[src/inc/lblc_pkg.sv]
// Constants, types and carriers shared by the LED behaviour/link control.
package lblc_pkg;

  localparam int NCH = 8;
  localparam int BEH_W = 2;
  localparam int PCT_FULL = 100;

  localparam logic [7:0] ADDR_LTRAN = 8'h77;
  localparam logic [7:0] ADDR_MIRROR = 8'h79;
  localparam logic [7:0] ADDR_BEH_LO = 8'h81;
  localparam logic [7:0] ADDR_BEH_HI = 8'h82;

  localparam logic [7:0] RST_LTRAN = 8'h00;
  localparam logic [7:0] RST_MIRROR = 8'h00;
  localparam logic [7:0] RST_BEH_LO = 8'h00;
  localparam logic [7:0] RST_BEH_HI = 8'h00;
  localparam logic [7:0] RDATA_UNMAPPED = 8'h00;

  typedef enum logic [1:0] {
    BEH_DIRECT = 2'h0,
    BEH_PULSE1 = 2'h1,
    BEH_PULSE2 = 2'h2,
    BEH_BREATHE = 2'h3
  } lblc_beh_e;

  typedef enum logic [2:0] {
    ST_IDLE = 3'h1,
    ST_RUN = 3'h2,
    ST_TAIL = 3'h4
  } lblc_st_e;

  typedef struct packed {
    logic wr;
    logic rd;
    logic [7:0] addr;
    logic [7:0] wdata;
  } lblc_reg_req_s;

endpackage

[src/design/lblc_led_ctrl.sv]
// LED behaviour select, link transition and duty mirror control, 8 channels.
module lblc_led_ctrl #(
  parameter int DUTY_W = 7
) (
  input wire logic mclk,
  input wire logic arst_n,
  input wire lblc_pkg::lblc_reg_req_s reg_req,
  output logic [7:0] reg_rdata,
  input wire logic [7:0] output_polarity,
  input wire logic polarity_wr,
  input wire logic [7:0] link_en,
  input wire logic [7:0] host_drive_bit,
  input wire logic [7:0] touch,
  input wire logic invert_link_transition,
  input wire logic block_polarity_mirror,
  input wire logic [7:0] pulse_done,
  input wire logic [DUTY_W-1:0] duty_min,
  input wire logic [DUTY_W-1:0] duty_max,
  output logic [7:0] actuated,
  output logic [7:0] pin_level,
  output logic [7:0] idle_level,
  output logic [15:0] behavior_select,
  output logic [7:0] duty_mirror_enable,
  output logic [lblc_pkg::NCH-1:0][DUTY_W-1:0] eff_min,
  output logic [lblc_pkg::NCH-1:0][DUTY_W-1:0] eff_max
);

  localparam int NCH = lblc_pkg::NCH;
  localparam logic [DUTY_W-1:0] FULL = DUTY_W'(lblc_pkg::PCT_FULL);

  function automatic lblc_pkg::lblc_beh_e beh_of(input logic [15:0] v,
                                                  input int ch);
    beh_of = lblc_pkg::lblc_beh_e'(v[2*ch +: lblc_pkg::BEH_W]);
  endfunction

  function automatic logic [DUTY_W-1:0] mirror_duty(
    input logic [DUTY_W-1:0] val, input logic en);
    mirror_duty = en ? FULL - val : val;
  endfunction

  //////////////////////////////////////////////////////////////////////////
  // Configuration registers.

  logic [7:0] ltran_q, ltran_d;
  logic [7:0] mirror_q, mirror_d;
  logic [15:0] beh_q, beh_d;
  logic [7:0] rdata_q, rdata_d;

  always_comb begin
    ltran_d = ltran_q;
    mirror_d = mirror_q;
    beh_d = beh_q;
    rdata_d = rdata_q;
    if (reg_req.wr) begin
      case (reg_req.addr)
        lblc_pkg::ADDR_LTRAN: ltran_d = reg_req.wdata;
        lblc_pkg::ADDR_MIRROR: mirror_d = reg_req.wdata;
        lblc_pkg::ADDR_BEH_LO: beh_d[7:0] = reg_req.wdata;
        lblc_pkg::ADDR_BEH_HI: beh_d[15:8] = reg_req.wdata;
        default: ;
      endcase
    end
    // The polarity update is the hardware event, so it wins over a write.
    if (polarity_wr && !block_polarity_mirror) begin
      mirror_d = output_polarity;
    end
    if (reg_req.rd) begin
      case (reg_req.addr)
        lblc_pkg::ADDR_LTRAN: rdata_d = ltran_q;
        lblc_pkg::ADDR_MIRROR: rdata_d = mirror_q;
        lblc_pkg::ADDR_BEH_LO: rdata_d = beh_q[7:0];
        lblc_pkg::ADDR_BEH_HI: rdata_d = beh_q[15:8];
        default: rdata_d = lblc_pkg::RDATA_UNMAPPED;
      endcase
    end
  end

  always_ff @(posedge mclk or negedge arst_n) begin
    if (!arst_n) begin
      ltran_q <= lblc_pkg::RST_LTRAN;
      mirror_q <= lblc_pkg::RST_MIRROR;
      beh_q <= {lblc_pkg::RST_BEH_HI, lblc_pkg::RST_BEH_LO};
      rdata_q <= lblc_pkg::RDATA_UNMAPPED;
    end else begin
      ltran_q <= ltran_d;
      mirror_q <= mirror_d;
      beh_q <= beh_d;
      rdata_q <= rdata_d;
    end
  end

  //////////////////////////////////////////////////////////////////////////
  // Command source selection and link transition handling.

  logic [7:0] link_prev_q, link_prev_d;
  logic [7:0] hold_q, hold_d;
  logic [7:0] req_q, req_d;
  logic [7:0] req_prev_q, req_prev_d;
  logic [7:0] link_rise;
  logic [7:0] hold_now;
  logic [7:0] rise;
  logic [7:0] fall;

  always_comb begin
    link_rise = link_en & ~link_prev_q;
    // Linking with drive set and no touch may freeze the present state.
    hold_now = link_en & (hold_q |
               (link_rise & ltran_q & host_drive_bit & ~touch));
    hold_d = hold_now;
    link_prev_d = link_en;
    for (int i = 0; i < NCH; i++) begin
      if (!link_en[i]) begin
        req_d[i] = host_drive_bit[i];
      end else if (hold_now[i]) begin
        req_d[i] = invert_link_transition ? ~touch[i] : 1'b1;
      end else begin
        req_d[i] = touch[i];
      end
    end
    req_prev_d = req_q;
    rise = req_q & ~req_prev_q;
    fall = ~req_q & req_prev_q;
  end

  always_ff @(posedge mclk or negedge arst_n) begin
    if (!arst_n) begin
      link_prev_q <= 8'h00;
      hold_q <= 8'h00;
      req_q <= 8'h00;
      req_prev_q <= 8'h00;
    end else begin
      link_prev_q <= link_prev_d;
      hold_q <= hold_d;
      req_q <= req_d;
      req_prev_q <= req_prev_d;
    end
  end

  //////////////////////////////////////////////////////////////////////////
  // Per-channel behaviour state machines.

  lblc_pkg::lblc_st_e st_q [NCH];
  lblc_pkg::lblc_st_e st_d [NCH];
  logic [7:0] act_d;
  logic [7:0] pin_d;
  logic [7:0] freeze;

  always_comb begin
    for (int i = 0; i < NCH; i++) begin
      st_d[i] = st_q[i];
      case (st_q[i])
        lblc_pkg::ST_IDLE: begin
          if (rise[i]) begin
            st_d[i] = lblc_pkg::ST_RUN;
          end
        end
        lblc_pkg::ST_RUN: begin
          // The select is read live, so a change applies at once.
          case (beh_of(beh_q, i))
            lblc_pkg::BEH_PULSE1: begin
              // The request is not looked at until the pulses end.
              if (pulse_done[i]) begin
                st_d[i] = lblc_pkg::ST_IDLE;
              end
            end
            lblc_pkg::BEH_PULSE2: begin
              if (fall[i]) begin
                st_d[i] = lblc_pkg::ST_TAIL;
              end
            end
            default: begin
              if (fall[i]) begin
                st_d[i] = lblc_pkg::ST_IDLE;
              end
            end
          endcase
        end
        lblc_pkg::ST_TAIL: begin
          if (rise[i]) begin
            st_d[i] = lblc_pkg::ST_RUN;
          end else if (pulse_done[i]) begin
            st_d[i] = lblc_pkg::ST_IDLE;
          end
        end
        default: st_d[i] = lblc_pkg::ST_IDLE;
      endcase
      act_d[i] = (st_d[i] != lblc_pkg::ST_IDLE);
      pin_d[i] = ~(act_d[i] ^ output_polarity[i]);
      // Unlinked channels with any behaviour but direct keep the duty seen at actuation.
      freeze[i] = actuated[i] & ~link_en[i] &
                  (beh_of(beh_q, i) != lblc_pkg::BEH_DIRECT);
    end
  end

  always_ff @(posedge mclk or negedge arst_n) begin
    if (!arst_n) begin
      for (int i = 0; i < NCH; i++) begin
        st_q[i] <= lblc_pkg::ST_IDLE;
      end
    end else begin
      for (int i = 0; i < NCH; i++) begin
        st_q[i] <= st_d[i];
      end
    end
  end

  //////////////////////////////////////////////////////////////////////////
  // Registered outputs.

  logic [lblc_pkg::NCH-1:0][DUTY_W-1:0] emin_d;
  logic [lblc_pkg::NCH-1:0][DUTY_W-1:0] emax_d;

  always_comb begin
    for (int i = 0; i < NCH; i++) begin
      emin_d[i] = eff_min[i];
      emax_d[i] = eff_max[i];
      if (!freeze[i]) begin
        emin_d[i] = mirror_duty(duty_min, mirror_q[i]);
        emax_d[i] = mirror_duty(duty_max, mirror_q[i]);
      end
    end
  end

  always_ff @(posedge mclk or negedge arst_n) begin
    if (!arst_n) begin
      actuated <= 8'h00;
      pin_level <= 8'hff;
      idle_level <= 8'hff;
      behavior_select <= 16'h0000;
      duty_mirror_enable <= 8'h00;
      eff_min <= '0;
      eff_max <= '0;
    end else begin
      actuated <= act_d;
      pin_level <= pin_d;
      idle_level <= ~output_polarity;
      behavior_select <= beh_d;
      duty_mirror_enable <= mirror_d;
      eff_min <= emin_d;
      eff_max <= emax_d;
    end
  end

  assign reg_rdata = rdata_q;

  //////////////////////////////////////////////////////////////////////////
  // Checks.

  property p_linked_ignores_drive;
    @(posedge mclk) disable iff (!arst_n)
      ((req_q ^ $past(touch)) & $past(link_en & ~hold_now)) == 8'h00;
  endproperty
  a_linked_ignores_drive: assert property (p_linked_ignores_drive)
    else $error("linked request did not follow the touch input");

  property p_unlinked_drive;
    @(posedge mclk) disable iff (!arst_n)
      ((req_q ^ $past(host_drive_bit)) & ~$past(link_en)) == 8'h00;
  endproperty
  a_unlinked_drive: assert property (p_unlinked_drive)
    else $error("unlinked request did not follow the drive bit");

  property p_link_release;
    @(posedge mclk) disable iff (!arst_n)
      (req_q & $past(link_rise & ~ltran_q & ~touch)) == 8'h00;
  endproperty
  a_link_release: assert property (p_link_release)
    else $error("link with clear select did not release");

  property p_hold_inverted;
    @(posedge mclk) disable iff (!arst_n)
      invert_link_transition |=>
        ((req_q ^ ~$past(touch)) & $past(hold_now)) == 8'h00;
  endproperty
  a_hold_inverted: assert property (p_hold_inverted)
    else $error("held channel did not invert the touch");

  property p_hold_kept;
    @(posedge mclk) disable iff (!arst_n)
      !invert_link_transition |=> (~req_q & $past(hold_now)) == 8'h00;
  endproperty
  a_hold_kept: assert property (p_hold_kept)
    else $error("held channel lost its state");

  property p_polarity_mirror;
    @(posedge mclk) disable iff (!arst_n)
      (polarity_wr && !block_polarity_mirror) ##1 1'b1 |->
        duty_mirror_enable == $past(output_polarity);
  endproperty
  a_polarity_mirror: assert property (p_polarity_mirror)
    else $error("mirror bits did not copy the polarity");

  property p_beh_readback;
    @(posedge mclk) disable iff (!arst_n)
      (reg_req.rd && reg_req.addr == lblc_pkg::ADDR_BEH_HI) |=>
        reg_rdata == $past(beh_q[15:8]);
  endproperty
  a_beh_readback: assert property (p_beh_readback)
    else $error("high behaviour register read back wrong");

  property p_pin_polarity;
    @(posedge mclk) disable iff (!arst_n)
      pin_level == ~(actuated ^ $past(output_polarity));
  endproperty
  a_pin_polarity: assert property (p_pin_polarity)
    else $error("pin level does not match polarity and actuation");

  property p_start_trigger;
    @(posedge mclk) disable iff (!arst_n)
      ($past(rise & ~actuated) & ~actuated) == 8'h00;
  endproperty
  a_start_trigger: assert property (p_start_trigger)
    else $error("start trigger did not actuate the channel");

  property p_pulse1_runs;
    @(posedge mclk) disable iff (!arst_n)
      (st_q[0] == lblc_pkg::ST_RUN && !pulse_done[0] &&
       beh_of(beh_q, 0) == lblc_pkg::BEH_PULSE1 &&
       beh_of(beh_d, 0) == lblc_pkg::BEH_PULSE1) |=> actuated[0];
  endproperty
  a_pulse1_runs: assert property (p_pulse1_runs)
    else $error("pulse-1 ended before its sequence finished");

endmodule // lblc_led_ctrl

[config.mk]
export PLATFORM = sky130hd
export DESIGN_NAME = lblc_led_ctrl
export DESIGN_NICKNAME = d
export VERILOG_FILES = /design/src/inc/lblc_pkg.sv /design/src/design/lblc_led_ctrl.sv
export SDC_FILE = /design/constraint.sdc
export NUM_CORES = 1
export LEC_CHECK = 0
export ABC_AREA = 1
export BUFFER_PORTS_ARGS = -buffer_cell sky130_fd_sc_hd__buf_2
export CORE_MARGIN = 4
export CORE_UTILIZATION = 55
export CTS_CLUSTER_DIAMETER = 150
export DETAILED_ROUTE_END_ITERATION = 12
export GPL_TIMING_DRIVEN = 0
export HOLD_SLACK_MARGIN = 0.03
export PLACE_DENSITY = 0.8
export RECOVER_POWER = 50
export SYNTH_ARGS = -nofsm -noshare
export SYNTH_HDL_FRONTEND = slang
export SYNTH_SLANG_ARGS = --single-unit
[constraint.sdc]
create_clock -name mclk -period 1.66 [get_ports mclk]
set_input_delay 0.166 -clock mclk [delete_from_list [all_inputs] [get_ports mclk]]
set_output_delay 0.166 -clock mclk [all_outputs]
set_load 0.005 [all_outputs]
Word-level counts from Yosys, hierarchy flattened
Cells that the tools add are included.
{ "totals": {"ff_bits": 232, "in_bits": 77, "wordCells": 267} }
{ "op_classes": {"add_sub_neg": 2, "eq_ne": 52, "n_mux": 100, "bitwise": 61, "reduce_logical": 16} }
{ "ops": {"columns": ["op", "count"], "rows": [
  ["3-bit two-way mux", 40],
  ["7-bit two-way mux", 16],
  ["3-bit one-hot mux with 3 select lines", 8],
  ["8-bit AND", 7],
  ["3-bit one-hot mux with 2 select lines", 8],
  ["8-bit NOT", 5],
  ["8-bit one-hot mux with 4 select lines", 1],
  ["3-bit by 1-bit equality test with 1-bit output, second input constant", 8],
  ["3-bit by 2-bit equality test with 1-bit output, second input constant", 8],
  ["3-bit equality test, second input constant", 8],
  ["1-bit two-way mux", 24],
  ["8-bit two-way mux", 3],
  ["3-bit by 1-bit != test with 1-bit output, second input constant", 8],
  ["1-bit NOT", 24],
  ["2-bit nonzero test", 10],
  ["1-bit AND", 16],
  ["2-bit by 1-bit equality test with 1-bit output, second input constant", 8],
  ["2-bit equality test, second input constant", 8],
  ["8-bit by 7-bit equality test with 1-bit output, second input constant", 2],
  ["8-bit equality test, second input constant", 2],
  ["7-bit subtractor, first input constant", 2],
  ["8-bit bitwise OR", 1],
  ["2-bit AND reduction", 4],
  ["1-bit XOR", 8],
  ["2 further kinds", 2]
]} }

Logic depth before layout (Yosys ltp)
{ "depth": {"depth_word": 9, "ltp_mapped": 12} }

Least setup slack after synthesis
Ideal clock, no wire load.
{ "synth_timing": {"path_type": "register to register", "startpoint": "register, netlist name behavior_select[6]", "endpoint": "register eff_max[27] in the netlist's numbering", "setup_time_ps": 127, "t_arrival_ps": 1433, "required_ps": 1533, "slack_ps": 99, "stages_incl_launch_ff": 8, "path_buffers": 1, "synth_period_minus_slack_ps": 1561, "path_cell_list": "dfrtp_1 -> inv_1 -> ha_1 -> nor3_2 -> inv_1 -> clkbuf_1 -> o21ai_0 -> o21ai_0"} }
{ "synth_rtl": {"columns": ["item", "line_no", "source"], "rows": [
  ["end signal, assigned", "lblc_led_ctrl.sv:240", "eff_max <= emax_d;"],
  ["end, declared", "lblc_led_ctrl.sv:25", "output logic [lblc_pkg::NCH-1:0][DUTY_W-1:0] eff_max"]
]} }

Final worst setup path
{ "layout_timing": {"startpoint": "input reg_req[14] in the netlist's numbering", "endpoint": "register behavior_select[13]"} }
{ "layout_between": {"elab_chain_cells": 2} }
{ "layout_lines": {"columns": ["item", "line_no", "source"], "rows": [
  ["start, declared", "lblc_led_ctrl.sv:7", "input wire lblc_pkg::lblc_reg_req_s reg_req,"],
  ["8-bit equality test", "lblc_led_ctrl.sv:55", "case (reg_req.addr)"],
  ["2-bit AND reduction (no source line)", null, null],
  ["end signal, assigned", "lblc_led_ctrl.sv:237", "behavior_select <= beh_d;"],
  ["end, declared", "lblc_led_ctrl.sv:22", "output logic [15:0] behavior_select,"]
]} }
No other way between the ends.
A chain may end at the register's enable or synchronous reset.

==> flow_metrics.tcl <==
set metrics [dict create \
    io_pins 245 \
    hold_viol_final 0 \
    fin_cells 2092 \
    gp_congestion 0.938 \
    core_mm2 0.0205 \
    p_leak_nw 7.25 \
    cp-end-kind "flip-flop" \
    yosys.area.top_type "dfrtp_1" \
    r2r_cells 7 \
    nets 1907 \
    gr-total-overflow 0 \
    placementRows 52 \
    postSynthCellCount 1463 \
    synth_area_per_cell_um2 7.93 \
    fin_skew_ps 14.0 \
    maxSlewHeadroom 0.274 \
    diodes 0 \
    synthFlopType "dfrtp_1" \
    timing.fmax_mhz 600 \
    totalWireLength_um 36900 \
    first_iter_violations 1137 \
    antenna_found_initial 0 \
    fin_crit_ps 1670 \
    postLayoutCoreUtil 0.720 \
    ant_nets 0 \
    die_w_um 153 \
    grt_pass1_wl_um 56900 \
    cts_tree "built" \
    grt_pass1_vias 10800 \
    fin_crit_sh 1.00 \
    syn_to_final_growth_pct 27.3 \
    initial_core_util 0.566 \
    die_area_mm2 0.0235 \
    routedWlPerCell_um 17.6 \
    outcome "finished, violations left" \
    hold_class "input port to flip-flop" \
    async_flop_share 1.00 \
    die_h_um 153 \
    synth_cell_type_count 38 \
    setup_viol 4 \
    placedCellCount 1971 \
    grt_util_all_layers 0.301 \
    synth-edff-count 0 \
    startpoint_type "input port" \
    worst_ir_drop_vdd_v 0.000921 \
    cp_max_fo 10 \
    maxCapViolCount 0 \
    vias 11400 \
    tightest_slew_ps 1080 \
    slew_violations 0 \
    clock-sinks 232 \
    worstPathRequired_ps 2100 \
    dp_hpwl_um 25600 \
    synth_commonest_cells "nand2_1, dfrtp_1, inv_1, o21ai_0, nor2_1" \
    ys_top_cells_by_area "dfrtp_1, nand2_1, o21ai_0" \
    violations "negative setup slack" \
    vias_per_cell 5.46 \
    critical_path_class "input port to flip-flop" \
    fin_ws_ps -7.82 \
    ys_warn_count 0 \
    cts-root-buf "clkbuf_16" \
    drc 0 \
    dr.pass1.iters 6 \
    clock_path_buffers 3 \
    drive_gt1_frac 0.181 \
    insertion_delay_ps 520 \
    synth_nets 1566 \
    synth_area_mm2 0.0116 \
    synth_top_area_frac 0.449 \
    h-tree-depth 1 \
    yosysMostFrequentCell "nand2_1" \
    port_buffers 237 \
    synth-seq-cells 232 \
    power.density_cell_area_mw_per_mm2 1340 \
    synth_seq_area_share 0.503 \
    path_clk_slew_ps 60 \
    cp.arrival_ps 2100 \
    rsz0062_at_grt "yes" \
    grt_max_degree 120 \
    cts_buffers 25 \
    min_path_cells 5 \
]
[final timing paths]
check                                         start                              end  slack (ps)
max                                     reg_req[14]  behavior_select[13]$_DFFE_PN0P_          -8
max in group asynchronous                    arst_n   behavior_select[4]$_DFFE_PN0P_         150
min                               host_drive_bit[0]              hold_q[0]$_DFF_PN0_          60
min in group asynchronous                    arst_n          eff_max[28]$_DFFE_PN0N_         350
min reg2reg                 req_prev_d[4]$_DFF_PN0_          req_prev_q[4]$_DFF_PN0_         380
max reg2reg                link_prev_q[4]$_DFF_PN0_          req_prev_d[4]$_DFF_PN0_           0
[per-layer routing]
metal  share of wire  wire, um  global-route usage  up-vias
li1                -         -                   -     5381
met2            0.47     17400               0.497      597
met3           0.092      3380              0.0585      110
met5               0         0                   0        -
met4           0.040      1470               0.113        0
met1            0.40     14600               0.396     5332
[critical path, stage by stage]
cell and delay (ps):
buf_2 100, inv_1 70, nand2_1 60, nor3_2 560, nand2_1 380, nor2_2 350
buf_4 250, nand2_1 90, o21ai_2 60
[placed cells by master (no fill, tap or decap), drive strengths merged]
cell type / instances
clkbuf: 158
buf: 196
nor3: 14
o21bai: 9
bufinv: 1
dlygate4sd3: 50
nand3b: 1
xnor2: 3
nand3: 110
nor2: 123
ha: 26
and2: 1
inv: 165
o211ai: 33
clkinvlp: 5
nand2: 456
a31oi: 24
nand4: 9
a21oi: 27
dfstp: 24
clkinv: 9
dfrtp: 208
o21ai: 162
xor2: 8
[layout make-up]
class                   instances  area [um^2]
multi-input cells            1006         5000
clock buffers                  38          774
well taps                     270          338
fillers                      1576         5730
flip-flops and latches        232         5840
repair buffers                318         1840
inverters                     173          661
clock inverters                 7         72.6
plain buffers                  48          235
[sequential cells by signal, summed over array words and instances (netlist names), 16 cells and up]
signal           flops
eff_min             56
st_q                24
behavior_select     16
eff_max             56
[where the power goes]
group          switching [mW]  total, mW  internal [mW]
clock network            2.28       5.65           3.37
logic                    3.62       5.91           2.29
registers               0.990       8.22           7.23
[cells by family after synthesis]
family | share of synthesized area
DFF | 0.503
and+or+nand+nor | 0.258
adders and majority gates | 0.0281
buffers and inverters | 0.0766
xor gates and xnor gates | 0.0103
AOI/OAI and AO/OA | 0.124
[per-stage QoR]
stage / worst slack (ps) / hold slack (ps) / setup TNS [ps] / power [mW] / cell area (um^2)
floorplan: 99.4 / -130 / 0 / 11.1 / 11600
global placement: -3560 / 339 / -819840 / 13.5 / 13100
detailed placement: -578 / 285 / -36300 / 13.7 / 13200
CTS: 0.537 / 36.0 / 0 / 19.8 / 14700
global route: -107 / 70.3 / -6040 / 20.9 / 14800
finish: -7.82 / 62.4 / -13.7 / 19.8 / 14800
[timing repair]
item	4_1_cts	5_1_grt
hold buffers	50	1
endpoints found under the setup margin	113	107
pin swaps	8	9
endpoints found under the hold margin	201	1
setup buffers	16	14
gates resized for setup	22	59
gates cloned	0	0
No activity file was read; power rests on OpenSTA's default activity.
